**config.mk**
```make
export PLATFORM = sky130hd
export DESIGN_NAME = i2c_bus_protocol_engine
export DESIGN_NICKNAME = d
export VERILOG_FILES = /design/src/i2c_engine_pkg.sv /design/src/i2c_bus_protocol_engine.sv
export SDC_FILE = /design/constraint.sdc
export NUM_CORES = 1
export LEC_CHECK = 0
export ABC_AREA = 1
export ABC_CLOCK_PERIOD_IN_PS = 2150
export BUFFER_PORTS_ARGS = -buffer_cell sky130_fd_sc_hd__buf_2
export CORE_ASPECT_RATIO = 1.75
export CORE_MARGIN = 3
export CORE_UTILIZATION = 60
export DETAILED_ROUTE_END_ITERATION = 8
export PLACE_DENSITY = 0.8
export SETUP_SLACK_MARGIN = 0.5
export SLEW_MARGIN = 20
export SYNTH_ARGS = -nofsm -noshare
export SYNTH_HDL_FRONTEND = slang
export SYNTH_SLANG_ARGS = --single-unit
```
**constraint.sdc**
```tcl
create_clock -name clk -period 2.15 [get_ports clk]
set_input_delay 0.5375 -clock clk [delete_from_list [all_inputs] [get_ports clk]]
set_output_delay 0.5375 -clock clk [all_outputs]
set_load 0.1 [all_outputs]
```
**src/i2c_engine_pkg.sv**
```systemverilog
// Constants, register map and state codes of the two-wire bus engine.
// Assumes a 32-bit APB slave port with word-aligned registers.
package i2c_engine_pkg;

  // APB address width in bits
  localparam int unsigned APB_AW = 8;

  // Register indices; byte address is four times the index
  localparam logic [5:0] IDX_OWN_ADDR = 6'h00;
  localparam logic [5:0] IDX_HALF_DIV = 6'h01;
  localparam logic [5:0] IDX_CTRL     = 6'h02;
  localparam logic [5:0] IDX_STATUS   = 6'h03;
  localparam logic [5:0] IDX_DATA     = 6'h04;
  localparam logic [5:0] IDX_CMD      = 6'h05;
  localparam logic [5:0] IDX_SMB_A2   = 6'h09;
  localparam logic [5:0] IDX_SLT_HIGH = 6'h0a;
  localparam logic [5:0] IDX_SLT_LOW  = 6'h0b;

  // Field positions
  localparam int unsigned ADDR_LSB     = 1;  // 7-bit address in bits 7:1
  localparam int unsigned CT_TXNACK    = 0;
  localparam int unsigned CT_TO_SEL    = 1;
  localparam int unsigned CT_SECOND_EN = 2;
  localparam int unsigned CMD_START    = 0;
  localparam int unsigned CMD_STOP     = 1;
  localparam int unsigned CMD_XFER     = 2;
  localparam int unsigned ST_BUSY      = 0;
  localparam int unsigned ST_MASTER    = 1;
  localparam int unsigned ST_ADDRESSED = 2;
  localparam int unsigned ST_SLV_TX    = 3;
  localparam int unsigned ST_RX_NACK   = 4;
  localparam int unsigned ST_BYTE_DONE = 5;
  localparam int unsigned ST_ARB_LOST  = 6;
  localparam int unsigned ST_LOW_TO    = 7;
  localparam int unsigned ST_REFUSED   = 8;

  // Reset values
  localparam logic [7:0] RST_HALF_DIV = 8'hfa;
  localparam logic [6:0] RST_OWN_ADDR = 7'h7f;
  localparam logic [6:0] RST_SMB_ADDR = 7'h00;
  localparam logic [7:0] RST_SLT_BYTE = 8'h00;

  // Timeout prescaler: bus clock divided by 64
  localparam logic [5:0] TO_PRESCALE_LAST = 6'h3f;

  // Master sequencer states
  typedef enum logic [8:0] {
    M_IDLE  = 9'h001,
    M_START = 9'h002,
    M_LOW   = 9'h004,
    M_HIGH  = 9'h008,
    M_WAIT  = 9'h010,
    M_RS1   = 9'h020,
    M_RS2   = 9'h040,
    M_SP1   = 9'h080,
    M_SP2   = 9'h100
  } mstate_t;

endpackage

```
**src/i2c_bus_protocol_engine.sv**
```systemverilog
// Two-wire bus engine: master and slave byte engine behind APB.
// Assumes SCL/SDA inputs already synchronous to clk; pins are open drain.
//
// The APB slave port was chosen for this implementation.
`timescale 1ns/100ps
`default_nettype none

// Behaviour
// RULE_01: Second address register holds a 7-bit slave address in bits 7:1.
// RULE_02: Bit 0 of the second address register reads as zero.
// RULE_03: High timeout byte gives bits 15:8 of the SCL low limit.
// RULE_04: Low timeout byte gives bits 7:0 of the SCL low limit.
// RULE_05: Bus is free when SCL and SDA are high; master starts only then.
// RULE_06: Start is SDA falling with SCL high; it wakes all slaves.
// RULE_07: First byte is 7-bit address plus direction bit, 1 means read.
// RULE_08: Only the matching slave pulls SDA low in the ninth clock.
// RULE_09: Master never sends its own address; never master and slave at once.
// RULE_10: Losing arbitration in an address byte leaves a working slave.
// RULE_11: Bytes are 8 bits, MSB first, one SCL pulse per bit.
// RULE_12: Transmitter changes SDA only while SCL is low.
// RULE_13: Every byte has a ninth acknowledge bit driven low by receiver.
// RULE_14: Missing slave acknowledge leaves SDA high; master sees failure.
// RULE_15: Master receiver NACK ends slave transmission; slave releases SDA.
// RULE_16: After a NACK the master only stops or restarts.
// RULE_17: Stop is SDA rising with SCL high; it frees the bus.
// RULE_18: A stop after an acknowledge makes the slave release the bus.
// RULE_19: Repeated start with new address works without a stop.
// RULE_20: Driving 1 but seeing 0 loses arbitration; release, flag, no stop.
// RULE_21: SCL low lasts until every device has counted its low time.
// RULE_22: High time starts when SCL rises; first finisher pulls it low.
// RULE_23: Slave may stretch SCL after nine bits; master waits for release.
// RULE_24: SCL low timeout is off while the 16-bit limit is zero.
// RULE_25: Timeout counts at clock/64, or clock when select bit is 1.
// RULE_26: Second address matches only while its enable bit is 1.
// RULE_27: SCL and SDA are only driven low or released.
module i2c_bus_protocol_engine (
  // Clock and reset
  input  wire logic                              clk,
  input  wire logic                              reset_n,
  // APB slave
  input  wire logic                              psel,
  input  wire logic                              penable,
  input  wire logic                              pwrite,
  input  wire logic [i2c_engine_pkg::APB_AW-1:0] paddr,
  input  wire logic [31:0]                       pwdata,
  output var  logic [31:0]                       prdata,
  output var  logic                              pready,
  output var  logic                              pslverr,
  // Bus pins
  input  wire logic                              sclIn,
  output var  logic                              sclOut,
  output var  logic                              sclOe,
  input  wire logic                              sdaIn,
  output var  logic                              sdaOut,
  output var  logic                              sdaOe
);
  import i2c_engine_pkg::*;

  // Software registers and flags
  logic [6:0]  ownAddr_q, smbAddr_q;
  logic [7:0]  halfDiv_q, txData_q, rxData_q, sltHigh_q, sltLow_q;
  logic        txNack_q, toSel_q, secondEn_q;
  logic        byteDone_q, arbLost_q, refused_q, lowTo_q, rxNack_q, busy_q;
  // Master sequencer
  mstate_t     mState_q;
  logic [7:0]  divCnt_q, mShift_q;
  logic [3:0]  bitCnt_q;
  logic        mRead_q, mAddrPh_q, mSdaLow_q, mAck_q;
  // Slave engine
  logic [7:0]  sShift_q;
  logic [3:0]  sCnt_q;
  logic        sActive_q, sAddrPh_q, sAddressed_q, sTx_q;
  logic        sSdaLow_q, sStretch_q, sNack_q;
  // Line history and timeout
  logic        sclPrev_q, sdaPrev_q;
  logic [5:0]  preCnt_q;
  logic [15:0] toCnt_q;
  logic [31:0] rdData;

  function automatic logic idxKnown(input logic [5:0] i);
    case (i)
      IDX_OWN_ADDR, IDX_HALF_DIV, IDX_CTRL, IDX_STATUS, IDX_DATA,
      IDX_CMD, IDX_SMB_A2, IDX_SLT_HIGH, IDX_SLT_LOW: idxKnown = 1'b1;
      default: idxKnown = 1'b0;
    endcase
  endfunction

  // Bus decode; writes land on the access edge that sees pready high
  wire [5:0] idx     = paddr[7:2];
  wire       setup   = psel && !penable;
  wire       wrEn    = psel && penable && pready && pwrite && !pslverr;
  wire       wrCtrl  = wrEn && (idx == IDX_CTRL);
  wire       wrStat  = wrEn && (idx == IDX_STATUS);
  wire       cmdHit  = wrEn && (idx == IDX_CMD);
  wire       cmdStart = cmdHit && pwdata[CMD_START];
  wire       cmdStop  = cmdHit && pwdata[CMD_STOP];
  wire       cmdXfer  = cmdHit && pwdata[CMD_XFER];

  // Line events seen on the sampled pins
  wire startDet = sclIn && sclPrev_q && sdaPrev_q && !sdaIn;
  wire stopDet  = sclIn && sclPrev_q && !sdaPrev_q && sdaIn;
  wire sclRise  = sclIn && !sclPrev_q;
  wire sclFall  = !sclIn && sclPrev_q;

  // Master decisions
  wire mstActive = (mState_q != M_IDLE);
  wire ownHit    = (txData_q[7:1] == ownAddr_q);
  wire busFree   = !busy_q && sclIn && sdaIn;
  wire startOk   = cmdStart && !ownHit &&                 // RULE_09
                   ((mState_q == M_IDLE && busFree) ||    // RULE_05
                    mState_q == M_WAIT);                  // RULE_19
  wire xferBad   = cmdXfer && mState_q == M_WAIT && rxNack_q;
  wire refuseEv  = (cmdStart && !startOk) || xferBad;     // RULE_16
  wire mTxBit    = mAddrPh_q || !mRead_q;
  wire stepDone  = (divCnt_q == halfDiv_q);
  wire arbEv     = mState_q == M_HIGH && sclIn && mTxBit &&
                   bitCnt_q < 4'h8 && !mSdaLow_q && !sdaIn;  // RULE_20
  wire highDone  = mState_q == M_HIGH &&
                   ((sclIn && stepDone) ||
                    (!sclIn && divCnt_q != 8'h00));      // RULE_22
  wire mDoneEv   = highDone && bitCnt_q == 4'h8;
  wire mRxLoad   = mDoneEv && mRead_q && !mAddrPh_q;
  wire mSclLow   = mState_q == M_LOW || mState_q == M_WAIT ||
                   mState_q == M_RS1 || mState_q == M_SP1;
  // Level to put on SDA for the current bit, ninth bit is acknowledge
  wire bitLow    = (bitCnt_q < 4'h8) ? (mTxBit && !mShift_q[7])
                                     : (!mTxBit && !txNack_q); // RULE_13

  // Slave decisions
  wire sMatch    = !mstActive &&                                 // RULE_09
                   (sShift_q[7:1] == ownAddr_q ||
                    (secondEn_q && sShift_q[7:1] == smbAddr_q)); // RULE_26
  wire sBusy     = sActive_q && !startDet && !stopDet;
  wire sEndByTx  = sTx_q && !sAddrPh_q && sNack_q;
  wire sDoneEv   = sBusy && sclFall && sCnt_q == 4'h8 && !sEndByTx;
  wire sRxLoad   = sBusy && sclFall && sCnt_q == 4'h7 &&
                   !sAddrPh_q && !sTx_q;

  // Timeout tick and limit
  wire [15:0] sltVal = {sltHigh_q, sltLow_q};              // RULE_03 RULE_04
  wire toTick  = toSel_q || preCnt_q == TO_PRESCALE_LAST;  // RULE_25
  wire lowToEv = !sclIn && sltVal != 16'h0000 && toTick &&
                 (toCnt_q + 16'h0001) == sltVal;           // RULE_24

  // Read mux
  always_comb begin
    rdData = 32'h0000_0000;
    case (idx)
      IDX_OWN_ADDR: rdData[7:ADDR_LSB] = ownAddr_q;
      IDX_HALF_DIV: rdData[7:0] = halfDiv_q;
      IDX_CTRL: begin
        rdData[CT_TXNACK]    = txNack_q;
        rdData[CT_TO_SEL]    = toSel_q;
        rdData[CT_SECOND_EN] = secondEn_q;
      end
      IDX_STATUS: begin
        rdData[ST_BUSY]      = busy_q;
        rdData[ST_MASTER]    = mstActive;
        rdData[ST_ADDRESSED] = sAddressed_q;
        rdData[ST_SLV_TX]    = sTx_q;
        rdData[ST_RX_NACK]   = rxNack_q;
        rdData[ST_BYTE_DONE] = byteDone_q;
        rdData[ST_ARB_LOST]  = arbLost_q;
        rdData[ST_LOW_TO]    = lowTo_q;
        rdData[ST_REFUSED]   = refused_q;
      end
      IDX_DATA:     rdData[7:0] = rxData_q;
      IDX_SMB_A2:   rdData[7:ADDR_LSB] = smbAddr_q;  // RULE_02
      IDX_SLT_HIGH: rdData[7:0] = sltHigh_q;
      IDX_SLT_LOW:  rdData[7:0] = sltLow_q;
      default:      rdData = 32'h0000_0000;
    endcase
  end

  // APB answer: one wait-free access phase, error on unmapped words
  always_ff @(posedge clk or negedge reset_n) begin
    if (!reset_n) begin
      prdata  <= 32'h0000_0000;
      pready  <= 1'b0;
      pslverr <= 1'b0;
    end else if (setup) begin
      pready  <= 1'b1;
      pslverr <= !idxKnown(idx) || paddr[1:0] != 2'h0;
      prdata  <= pwrite ? 32'h0000_0000 : rdData;
    end else begin
      pready  <= 1'b0;
      pslverr <= 1'b0;
    end
  end

  // Plain registers; all read back except txData_q, whose word reads rxData_q
  always_ff @(posedge clk or negedge reset_n) begin
    if (!reset_n) begin
      ownAddr_q  <= RST_OWN_ADDR;
      halfDiv_q  <= RST_HALF_DIV;
      txNack_q   <= 1'b0;
      toSel_q    <= 1'b0;
      secondEn_q <= 1'b0;
      txData_q   <= 8'h00;
      smbAddr_q  <= RST_SMB_ADDR;
      sltHigh_q  <= RST_SLT_BYTE;
      sltLow_q   <= RST_SLT_BYTE;
    end else if (wrEn) begin
      case (idx)
        IDX_OWN_ADDR: ownAddr_q <= pwdata[7:ADDR_LSB];
        IDX_HALF_DIV: halfDiv_q <= pwdata[7:0];
        IDX_CTRL: begin
          txNack_q   <= pwdata[CT_TXNACK];
          toSel_q    <= pwdata[CT_TO_SEL];
          secondEn_q <= pwdata[CT_SECOND_EN];
        end
        IDX_DATA:     txData_q  <= pwdata[7:0];
        IDX_SMB_A2:   smbAddr_q <= pwdata[7:ADDR_LSB];  // RULE_01
        IDX_SLT_HIGH: sltHigh_q <= pwdata[7:0];         // RULE_03
        IDX_SLT_LOW:  sltLow_q  <= pwdata[7:0];         // RULE_04
        default: ;
      endcase
    end
  end

  // Sticky flags: a hardware set wins over a write-one clear
  always_ff @(posedge clk or negedge reset_n) begin
    if (!reset_n) begin
      byteDone_q <= 1'b0;
      arbLost_q  <= 1'b0;
      refused_q  <= 1'b0;
      lowTo_q    <= 1'b0;
      rxData_q   <= 8'h00;
    end else begin
      if (mDoneEv || sDoneEv) byteDone_q <= 1'b1;
      else if (wrStat && pwdata[ST_BYTE_DONE]) byteDone_q <= 1'b0;
      if (arbEv) arbLost_q <= 1'b1;                      // RULE_20
      else if (wrStat && pwdata[ST_ARB_LOST]) arbLost_q <= 1'b0;
      if (refuseEv) refused_q <= 1'b1;
      else if (wrStat && pwdata[ST_REFUSED]) refused_q <= 1'b0;
      if (lowToEv) lowTo_q <= 1'b1;
      else if (wrStat && pwdata[ST_LOW_TO]) lowTo_q <= 1'b0;
      if (mRxLoad) rxData_q <= mShift_q;
      else if (sRxLoad) rxData_q <= sShift_q;
    end
  end

  // Line history and bus busy state
  always_ff @(posedge clk or negedge reset_n) begin
    if (!reset_n) begin
      sclPrev_q <= 1'b1;
      sdaPrev_q <= 1'b1;
      busy_q    <= 1'b0;
    end else begin
      sclPrev_q <= sclIn;
      sdaPrev_q <= sdaIn;
      if (startDet) busy_q <= 1'b1;                      // RULE_06
      else if (stopDet) busy_q <= 1'b0;                  // RULE_17
    end
  end

  // Master sequencer; counts wait while SCL is held low by others
  always_ff @(posedge clk or negedge reset_n) begin
    if (!reset_n) begin
      mState_q  <= M_IDLE;
      divCnt_q  <= 8'h00;
      bitCnt_q  <= 4'h0;
      mShift_q  <= 8'h00;
      mRead_q   <= 1'b0;
      mAddrPh_q <= 1'b0;
      mAck_q    <= 1'b1;
      rxNack_q  <= 1'b0;
    end else begin
      case (mState_q)
        M_IDLE: begin
          divCnt_q <= 8'h00;
          if (startOk) begin
            mState_q  <= M_START;
            mShift_q  <= txData_q;
            mRead_q   <= txData_q[0];                    // RULE_07
            mAddrPh_q <= 1'b1;
          end
        end
        M_START, M_LOW, M_RS1, M_SP1: begin
          if (stepDone) begin
            divCnt_q <= 8'h00;
            case (mState_q)
              M_START: mState_q <= M_LOW;
              M_LOW:   mState_q <= M_HIGH;
              M_RS1:   mState_q <= M_RS2;
              default: mState_q <= M_SP2;
            endcase
            if (mState_q == M_START) bitCnt_q <= 4'h0;
          end else begin
            divCnt_q <= divCnt_q + 8'h01;
          end
        end
        M_HIGH: begin
          if (arbEv) begin
            mState_q <= M_IDLE;                          // RULE_10 RULE_20
          end else if (highDone) begin
            divCnt_q <= 8'h00;                           // RULE_22
            if (bitCnt_q == 4'h8) begin
              mState_q  <= M_WAIT;
              mAddrPh_q <= 1'b0;
              rxNack_q  <= mAck_q;                       // RULE_14
            end else begin
              bitCnt_q <= bitCnt_q + 4'h1;               // RULE_11
              mState_q <= M_LOW;
            end
          end else if (sclIn) begin                      // RULE_21 RULE_23
            divCnt_q <= divCnt_q + 8'h01;
            if (divCnt_q == 8'h00 && bitCnt_q < 4'h8)
              mShift_q <= {mShift_q[6:0], sdaIn};        // RULE_11
            if (divCnt_q == 8'h00 && bitCnt_q == 4'h8)
              mAck_q <= sdaIn;                           // RULE_13
          end
        end
        M_WAIT: begin
          divCnt_q <= 8'h00;
          if (startOk) begin
            mState_q  <= M_RS1;                          // RULE_19
            mShift_q  <= txData_q;
            mRead_q   <= txData_q[0];
            mAddrPh_q <= 1'b1;
          end else if (cmdStop) begin
            mState_q <= M_SP1;                           // RULE_16
          end else if (cmdXfer && !rxNack_q) begin
            mState_q <= M_LOW;
            bitCnt_q <= 4'h0;
            if (!mRead_q) mShift_q <= txData_q;
          end
        end
        M_RS2, M_SP2: begin
          if (sclIn && stepDone) begin
            divCnt_q <= 8'h00;
            mState_q <= (mState_q == M_RS2) ? M_START : M_IDLE;
          end else if (sclIn) begin
            divCnt_q <= divCnt_q + 8'h01;                // RULE_21
          end
        end
        default: mState_q <= M_IDLE;
      endcase
    end
  end

  // Master SDA level; in M_LOW, M_WAIT, M_RS1 and M_SP1 new values only once SCL is seen low
  always_ff @(posedge clk or negedge reset_n) begin
    if (!reset_n) begin
      mSdaLow_q <= 1'b0;
    end else begin
      case (mState_q)
        M_START, M_SP2: mSdaLow_q <= 1'b1;               // RULE_06 RULE_17
        M_IDLE, M_RS2:  mSdaLow_q <= 1'b0;
        M_LOW:    if (!sclIn) mSdaLow_q <= bitLow;       // RULE_12
        M_WAIT, M_RS1: if (!sclIn) mSdaLow_q <= 1'b0;
        M_SP1:    if (!sclIn) mSdaLow_q <= 1'b1;
        M_HIGH:   if (arbEv) mSdaLow_q <= 1'b0;
        default:  mSdaLow_q <= 1'b0;
      endcase
    end
  end

  // Slave engine: samples on SCL rise, changes SDA after SCL fall
  always_ff @(posedge clk or negedge reset_n) begin
    if (!reset_n) begin
      sActive_q    <= 1'b0;
      sAddrPh_q    <= 1'b0;
      sAddressed_q <= 1'b0;
      sTx_q        <= 1'b0;
      sSdaLow_q    <= 1'b0;
      sStretch_q   <= 1'b0;
      sNack_q      <= 1'b0;
      sCnt_q       <= 4'h0;
      sShift_q     <= 8'h00;
    end else if (stopDet) begin
      sActive_q    <= 1'b0;                              // RULE_17 RULE_18
      sAddressed_q <= 1'b0;
      sTx_q        <= 1'b0;
      sSdaLow_q    <= 1'b0;
      sStretch_q   <= 1'b0;
    end else if (startDet) begin
      sActive_q    <= 1'b1;                              // RULE_06
      sAddrPh_q    <= 1'b1;
      sAddressed_q <= 1'b0;
      sTx_q        <= 1'b0;
      sSdaLow_q    <= 1'b0;
      sStretch_q   <= 1'b0;
      sCnt_q       <= 4'hf;  // Start's own SCL fall is not a bit
    end else if (sActive_q) begin
      if (sStretch_q && !byteDone_q) begin
        sStretch_q <= 1'b0;                              // RULE_23
        if (sTx_q) begin
          sShift_q  <= txData_q;
          sSdaLow_q <= !txData_q[7];
        end
      end
      if (sclRise && sCnt_q < 4'h8)
        sShift_q <= {sShift_q[6:0], sdaIn};              // RULE_11
      if (sclRise && sCnt_q == 4'h8)
        sNack_q <= sdaIn;
      if (sclFall) begin
        if (sCnt_q == 4'h7) begin
          sCnt_q <= 4'h8;
          if (sAddrPh_q) begin
            if (sMatch) begin
              sSdaLow_q    <= 1'b1;                      // RULE_08
              sAddressed_q <= 1'b1;
              sTx_q        <= sShift_q[0];               // RULE_07
            end else begin
              sActive_q <= 1'b0;
            end
          end else begin
            sSdaLow_q <= !sTx_q && !txNack_q;            // RULE_13
          end
        end else if (sCnt_q == 4'h8) begin
          sCnt_q    <= 4'h0;
          sAddrPh_q <= 1'b0;
          sSdaLow_q <= 1'b0;
          if (sEndByTx) sActive_q <= 1'b0;               // RULE_15
          else sStretch_q <= 1'b1;
        end else begin
          sCnt_q <= sCnt_q + 4'h1;
          if (sTx_q) sSdaLow_q <= !sShift_q[7];          // RULE_12
        end
      end
    end
  end

  // SCL low timeout counter with /64 prescaler
  always_ff @(posedge clk or negedge reset_n) begin
    if (!reset_n) begin
      preCnt_q <= 6'h00;
      toCnt_q  <= 16'h0000;
    end else begin
      preCnt_q <= preCnt_q + 6'h01;
      if (sclIn || sltVal == 16'h0000) toCnt_q <= 16'h0000;  // RULE_24
      else if (toTick && toCnt_q != sltVal) toCnt_q <= toCnt_q + 16'h0001;
    end
  end

  // Pin drivers: output level is always low, only the enable moves
  always_ff @(posedge clk or negedge reset_n) begin
    if (!reset_n) begin
      sclOut <= 1'b0;
      sdaOut <= 1'b0;
      sclOe  <= 1'b0;
      sdaOe  <= 1'b0;
    end else begin
      sclOut <= 1'b0;                                    // RULE_27
      sdaOut <= 1'b0;
      sclOe  <= mSclLow || sStretch_q;
      sdaOe  <= mSdaLow_q || sSdaLow_q;
    end
  end

  // Checks
  property p_a2_zero;
    @(posedge clk) disable iff (!reset_n)
    (setup && !pwrite && idx == IDX_SMB_A2) |=> (prdata[0] == 1'b0);
  endproperty
  a_a2_zero: assert property (p_a2_zero) else $error("A2 bit0 not 0"); // RULE_02

  property p_open_drain;
    @(posedge clk) disable iff (!reset_n)
    !sclOut && !sdaOut;
  endproperty
  a_open_drain: assert property (p_open_drain) else $error("Pin driven high"); // RULE_27

  property p_start_free;
    @(posedge clk) disable iff (!reset_n)
    (mState_q == M_IDLE && startOk) |-> (sclIn && sdaIn && !busy_q);
  endproperty
  a_start_free: assert property (p_start_free) else $error("Start on busy bus"); // RULE_05

  property p_sda_stable_high;
    @(posedge clk) disable iff (!reset_n)
    (mState_q == M_HIGH && $past(mState_q) == M_HIGH && !arbEv)
      |-> $stable(mSdaLow_q);
  endproperty
  a_sda_stable_high: assert property (p_sda_stable_high) else $error("SDA moved in high"); // RULE_12

  property p_arb_lost;
    @(posedge clk) disable iff (!reset_n)
    arbEv |=> (mState_q == M_IDLE && arbLost_q && !mSdaLow_q) ##1 !sdaOe;
  endproperty
  a_arb_lost: assert property (p_arb_lost) else $error("Arbitration loss mishandled"); // RULE_20

  property p_timeout_off;
    @(posedge clk) disable iff (!reset_n)
    (sltVal == 16'h0000 && !lowTo_q) |=> !lowTo_q;
  endproperty
  a_timeout_off: assert property (p_timeout_off) else $error("Timeout while disabled"); // RULE_24

  property p_stop_release;
    @(posedge clk) disable iff (!reset_n)
    stopDet |=> (!sActive_q && !sSdaLow_q && !sStretch_q) ##1 !sdaOe || mstActive;
  endproperty
  a_stop_release: assert property (p_stop_release) else $error("Slave held bus after stop"); // RULE_18

  property p_no_dual_role;
    @(posedge clk) disable iff (!reset_n)
    !(mstActive && sAddressed_q);
  endproperty
  a_no_dual_role: assert property (p_no_dual_role) else $error("Master and slave at once"); // RULE_09

  property p_nack_refused;
    @(posedge clk) disable iff (!reset_n)
    xferBad |=> (mState_q == M_WAIT && refused_q);
  endproperty
  a_nack_refused: assert property (p_nack_refused) else $error("Transfer after NACK"); // RULE_16

  property p_low_wait;
    @(posedge clk) disable iff (!reset_n)
    (mState_q == M_HIGH && !sclIn && divCnt_q == 8'h00) |=> mState_q == M_HIGH;
  endproperty
  a_low_wait: assert property (p_low_wait) else $error("Master ignored held SCL"); // RULE_21

endmodule
`default_nettype wire

```
; ---- Word level (Yosys, flattened, before mapping)
; Memory sizes are Yosys's and may differ from the RTL's.
; Index checks and enable logic that the tools add are counted.
; W data, S select, Z words.
[totals]
inputBits = 47
latchBits = 0
memories = 1
romBits = 16
mem_bits_rw = 0
reg_bits = 175
[op_classes]
n_addsub = 5
shift = 0
n_reduce_logical = 159
mux = 126
bitwise = 4
div = 0
n_mul = 0
n_eq_ne = 53
n_lt_le_gt_ge = 2
[memory_table]
columns = memory, words, width, read_ports, rd_clocked_by_memory_dff, write_ports, line
row1 = (no name shown), 16, 1, 1, 0, 0, i2c_bus_protocol_engine.sv:81  ; case (i)
[op_table]
columns = cell, n
row1 = $mux W8, 19
row2 = $mux W9, 9
row3 = $mux W1, 71
row4 = $logic_and A1 B1 Y1, 65
row5 = $mux W4, 13
row6 = $pmux W9 S5, 1
row7 = $pmux W5 S7, 1
row8 = $mux W16, 2
row9 = $ne A2 B2 Y1 const B, 16
row10 = $pmux W8 S4, 1
row11 = $reduce_and A5 Y1, 6
row12 = $reduce_bool A2 Y1, 14
row13 = $pmux W9 S3, 1
row14 = $logic_not A1 Y1, 26
row15 = $pmux W8 S3, 1
row16 = $eq A7 B7 Y1, 3
row17 = $reduce_bool A3 Y1, 7
row18 = $eq A6 B4 Y1 const B, 3
row19 = $reduce_and A2 Y1, 9
row20 = $reduce_and A9 Y1, 2
row21 = $add A16 B1 Y16 const B, 1
row22 = $eq A16 B16 Y1, 1
row23 = $logic_not A16 Y1, 1
row24 = $ne A16 B16 Y1, 1
row25 = 44 further kinds, 75

; ---- Depth between registers and ports, before layout
[depth]
depth_word = 12
depth_mapped = 14
mapped_depth_nobuf = 14

; ---- Worst setup path after synthesis
; Ideal clock, no wire load.
[synth_path]
path_type = reg2reg
start = reg pready
end = reg bitCnt_q[0]
stages_incl_launch_ff = 11
arrival_time_ps = 2148
setup_slack_ps = -111
synth_period_minus_slack_ps = 2261
path_buffers = 1
path_cell_list = dfrtp_1 -> nand3_1 -> nor2_1 -> buf_2 -> nand3_1 -> nor2_1 -> a21oi_1 -> nand2_1 -> nand2_1 -> nand2_1 -> inv_1
[synth_between]
elab_chain_len = 9
word_cells_on_any_way = 14
cone_classes = 3 x eq/ne / 11 x reduce/logical
[synth_lines]
columns = item, line
row1 = start: declaration, i2c_bus_protocol_engine.sv:47  ; output var logic pready,
row2 = start signal: assignment, i2c_bus_protocol_engine.sv:179  ; pready <= 1'b0;
row3 = start signal: assignment, i2c_bus_protocol_engine.sv:182  ; pready <= 1'b1;
row4 = start signal: assignment, i2c_bus_protocol_engine.sv:186  ; pready <= 1'b0;
row5 = $logic_and A1 B1 Y1 * (3 in series), i2c_bus_protocol_engine.sv:91  ; wire wrEn = psel && penable && pready && pwrite && !pslverr;
row6 = $logic_and A1 B1 Y1 *, i2c_bus_protocol_engine.sv:94  ; wire cmdHit = wrEn && (idx == IDX_CMD);
row7 = $logic_and A1 B1 Y1, i2c_bus_protocol_engine.sv:95  ; wire cmdStart = cmdHit && pwdata[CMD_START];
row8 = $logic_and A1 B1 Y1 (2 in series), i2c_bus_protocol_engine.sv:109  ; wire startOk = cmdStart && !ownHit &&
row9 = $ne A2 B2 Y1 (no source line), -
row10 = $reduce_and A9 Y1 (no source line) *, -
row11 = end signal: assignment, i2c_bus_protocol_engine.sv:303  ; bitCnt_q <= bitCnt_q + 4'h1;
row12 = end: declaration, i2c_bus_protocol_engine.sv:67  ; logic [3:0] bitCnt_q;
; Mark *: on every way between the ends. The rest lies on a longest branch, timed or not.
; A chain may end at the register's enable or synchronous reset.

; ---- Final worst setup path
[layout_path]
start = reg divCnt_q[0]
end = reg mShift_q[7]
[layout_between]
elab_chain_len = 6
word_cells_on_any_way = 11
cone_classes = 3 x eq/ne / 8 x reduce/logical
[layout_lines]
columns = item, line
row1 = start: declaration, i2c_bus_protocol_engine.sv:66  ; logic [7:0] divCnt_q, mShift_q;
row2 = start signal: assignment, i2c_bus_protocol_engine.sv:290  ; divCnt_q <= divCnt_q + 8'h01;
row3 = start signal: assignment, i2c_bus_protocol_engine.sv:307  ; divCnt_q <= divCnt_q + 8'h01;
row4 = start signal: assignment, i2c_bus_protocol_engine.sv:334  ; divCnt_q <= divCnt_q + 8'h01;
row5 = $eq A8 B8 Y1 or $reduce_bool A8 Y1 (tied branches), "i2c_bus_protocol_engine.sv:115, i2c_bus_protocol_engine.sv:120"
row6 = "$logic_and A1 B1 Y1, on equally long branches", "i2c_bus_protocol_engine.sv:119, i2c_bus_protocol_engine.sv:120"
row7 = $logic_or A1 B1 Y1, i2c_bus_protocol_engine.sv:119  ; ((sclIn && stepDone) ||
row8 = $logic_and A1 B1 Y1, i2c_bus_protocol_engine.sv:118  ; wire highDone = mState_q == M_HIGH &&
row9 = $ne A2 B2 Y1 (no source line), -
row10 = $reduce_and A9 Y1 (no source line) *, -
row11 = end signal: assignment, i2c_bus_protocol_engine.sv:274  ; mShift_q <= txData_q;
row12 = end signal: assignment, i2c_bus_protocol_engine.sv:309  ; mShift_q <= {mShift_q[6:0], sdaIn};
row13 = end signal: assignment, i2c_bus_protocol_engine.sv:318  ; mShift_q <= txData_q;
row14 = end: declaration, i2c_bus_protocol_engine.sv:66
; Marks and branches as above.

==> flow_metrics.tcl <==
set metrics [dict create \
    final_layout_size_suffix_gt1_frac 0.353 \
    syn_inst 1226 \
    seq_area_frac_synth 0.412 \
    drtAntennaViolNets 0 \
    crit_end "mShift_q[7]$_DFFE_PN0P_" \
    dpl.hpwl_mm 20.1 \
    place_area_mm2 0.0101 \
    fin_area_mm2 0.0126 \
    num_vias 10300 \
    r2r-end "mShift_q[7]$_DFFE_PN0P_" \
    setup_tns_ns -0.0660 \
    root_buffer "clkbuf_16" \
    cp-end-kind "flop" \
    hp-class "in2async" \
    power_leakage_nw 6.00 \
    grt_pass1_vias 9641 \
    die_w_um 100 \
    wl_per_cell_um 22.6 \
    fmax_mhz 451 \
    rows 59 \
    clk_pin_slew_worst_paths_ns 0.08 \
    cts_buffers 17 \
    gp_congestion 0.975 \
    met2_usage 0.665 \
    synth_edf_count 0 \
    worst_hold_slack_ns 0.0192 \
    async_flop_share 1.00 \
    finClkSkew_ns 0.0185 \
    violations "negative setup slack" \
    crit_required_ns 2.42 \
    drtPass1Iterations 8 \
    top_usage_layer "met2" \
    power.density_cell_area_mw_per_mm2 892 \
    setup_viol 1 \
    grt_max_degree 52 \
    antenna_found_initial 0 \
    rr_startpoint "divCnt_q[0]$_DFFE_PN0P_" \
    use_met1 0.368 \
    io_buffer_count 36 \
    slew_violations 0 \
    clkLatencyLatePin_ns 0.44 \
    crit_start "divCnt_q[0]$_DFFE_PN0P_" \
    critPathLaunchType "flop" \
    post-route-min-period_ns 2.22 \
    vias_per_cell 6.44 \
    synth_warnings 0 \
    met3_usage 0.0706 \
    diodes 0 \
    pre_cts_slack_ns -0.0194 \
    core-area_mm2 0.0150 \
    min_period_over_period 1.03 \
    cts_buffer_depth 2 \
    ir_drop_uv 697 \
    status "complete, but fails checks" \
    die-area_mm2 0.0171 \
    drtIter0Drc 1258 \
    cp_max_fo 8 \
    syn_area_mm2 0.00928 \
    tightest_slew_ns 0.543 \
    clock-sinks 152 \
    initial_utilization 0.619 \
    area_growth_pct 35.8 \
    cts_tree "done" \
    cap_viol_max_count 0 \
    nets 1463 \
    drc_errors 0 \
    fin_ws_ns -0.0660 \
    crit_arrival_ns 2.49 \
    rsz0062_at_grt "true" \
    grt_pass1_wl_mm 48.7 \
    r2r_slack_ns -0.07 \
    worst-r2r-cell-count 11 \
    relSlewSlack 0.638 \
    yosys.cell_types.count 51 \
    ys.flop_type "dfrtp_1" \
    finalHoldViolations 0 \
    p_total_w 0.0112 \
    grt_usage 0.373 \
    syn_avg_cell_area_um2 7.57 \
    ys_ff_latch 152 \
    die_y_um 171 \
    drt-total-wl_mm 36.2 \
    overflow 0 \
    holdBufCountCts 0 \
    h-tree-depth 4 \
    num_io_pins 85 \
    critPathKind "reg2reg" \
]
[routing by layer]
metal / up-vias / part of all wire
li1: 4289 / -
met1: 4814 / 0.30
met5: - / 0
met3: 374 / 0.085
met2: 860 / 0.49
met4: 0 / 0.12
[registers in the layout, summed over array words and instances, names as in the netlist, 6 cells and up]
register and cells:
toCnt_q 16, mState_q 9, prdata 9, divCnt_q 8
halfDiv_q 8, mShift_q 8, rxData_q 8, sShift_q 8
sltHigh_q 8, sltLow_q 8, txData_q 8, ownAddr_q 7
smbAddr_q 7, preCnt_q 6
[through the flow]
| stage | instances | util |
|---|---|---|
| floorplan | 1250 | - |
| global placement | 1484 | 0.673 |
| detailed placement | 1484 | 0.673 |
| CTS | 1578 | 0.790 |
| global route | 1604 | 0.841 |
| finish | 1604 | 0.841 |
[cell families (layout without fill, tap and decap cells)]
group / Yosys count / after routing / synth area share
AOI/OAI and AO/OA: 198 / 199 / 0.126
xor gates and xnor gates: 65 / 65 / 0.0613
DFF: 152 / 152 / 0.412
buffers and inverters: 208 / 376 / 0.0968
and+or+nand+nor: 592 / 594 / 0.291
muxes: 2 / 2 / 0.00216
adders and majority gates: 8 / 8 / 0.0108
other: 1 / 25 / 0.000404
[power by group]
part	total [W]	switching (W)	internal, W	leakage, nW
clock network	0.00325	0.00137	0.00188	0.282
logic	0.00429	0.00269	0.00160	3.78
registers	0.00370	0.000487	0.00322	1.93
total	0.0112	0.00454	0.00670	6.00
[critical path, stage by stage (launching register included)]
cell	delay, ns
dfrtp_2	0.45
inv_2	0.12
ha_4	0.15
nand4_1	0.24
nor2_2	0.26
nand3_1	0.11
nand2_1	0.10
nand2_2	0.09
nor2_8	0.15
nand2_4	0.11
nand2_1	0.10
nand2_1	0.16
[cell usage after synthesis, types with 4 or more instances]
library cell / n / area share
nand2_1: 314 / 0.13
inv_1: 149 / 0.060
dfrtp_1: 135 / 0.36
o21ai_0: 119 / 0.064
nor2_1: 103 / 0.042
nand3_1: 84 / 0.045
xor2_1: 34 / 0.032
nand4_1: 31 / 0.021
xnor2_1: 31 / 0.029
buf_4: 26 / 0.021
a21oi_1: 23 / 0.012
dfstp_2: 17 / 0.048
nor2_2: 16 / 0.011
inv_2: 12 / 0.0049
o21ai_1: 11 / 0.0059
a22oi_1: 10 / 0.0081
nor3_1: 10 / 0.0054
buf_2: 9 / 0.0049
clkbuf_1: 9 / 0.0036
ha_1: 8 / 0.011
o211ai_1: 6 / 0.0049
o211ai_2: 6 / 0.0081
o22ai_1: 6 / 0.0040
nand2_2: 5 / 0.0034
nor2_4: 5 / 0.0061
nand3_4: 4 / 0.0075
or2_2: 4 / 0.0027
[cell type report]
class / instances / area, um^2
Clock inverter: 12 / 165
Inverter: 161 / 634
Clock buffer: 20 / 447
Timing Repair Buffer: 183 / 1600
Fill cell: 756 / 2380
Multi-Input combinational cell: 893 / 5680
Tap cell: 183 / 229
Sequential cell: 152 / 3850
[layout by cell type (no fill, tap or decap), types with 12 or more instances in the layout]
master and instances:
dfstp_2 17, conb_1 25, nor2_2 21, buf_12 12
dfrtp_1 116, buf_4 119, nor2_1 69, o21ai_0 88
nand2_2 48, buf_2 22, inv_2 13, nand3_1 60
o21ai_1 20, nand3_4 13, nand2_1 251, dfrtp_2 17
a21oi_1 15, xor2_1 32, nor2_4 34, o21ai_2 21
inv_1 140, nand4_1 31, nand3_2 19, xnor2_1 20
nand2_4 21, buf_6 28, clkbuf_16 18
[worst min-delay path by stage]
stage	end	start	depth (start not counted)
2_1_floorplan	arbLost_q$_DFFE_PN0P_	reset_n	0
5_1_grt	mState_q[1]$_DFFE_PN0P_	reset_n	1
3_3_place_gp	preCnt_q[0]$_DFF_PN0_	preCnt_q[0]$_DFF_PN0_	1
6_report	mState_q[1]$_DFFE_PN0P_	reset_n	1
4_1_cts	mState_q[1]$_DFFE_PN0P_	reset_n	1
3_5_place_dp	preCnt_q[0]$_DFF_PN0_	preCnt_q[0]$_DFF_PN0_	1
[repair_timing]
action / in CTS / in global routing
setup endpoints to repair: 77 / 133
buffers inserted: 58 / 25
gates resized for setup: 197 / 142
cloned: 4 / 1
hold endpoints to repair: 0 / 0
pin swaps: 66 / 44
Note: power is estimated with default switching activity, not from simulation.
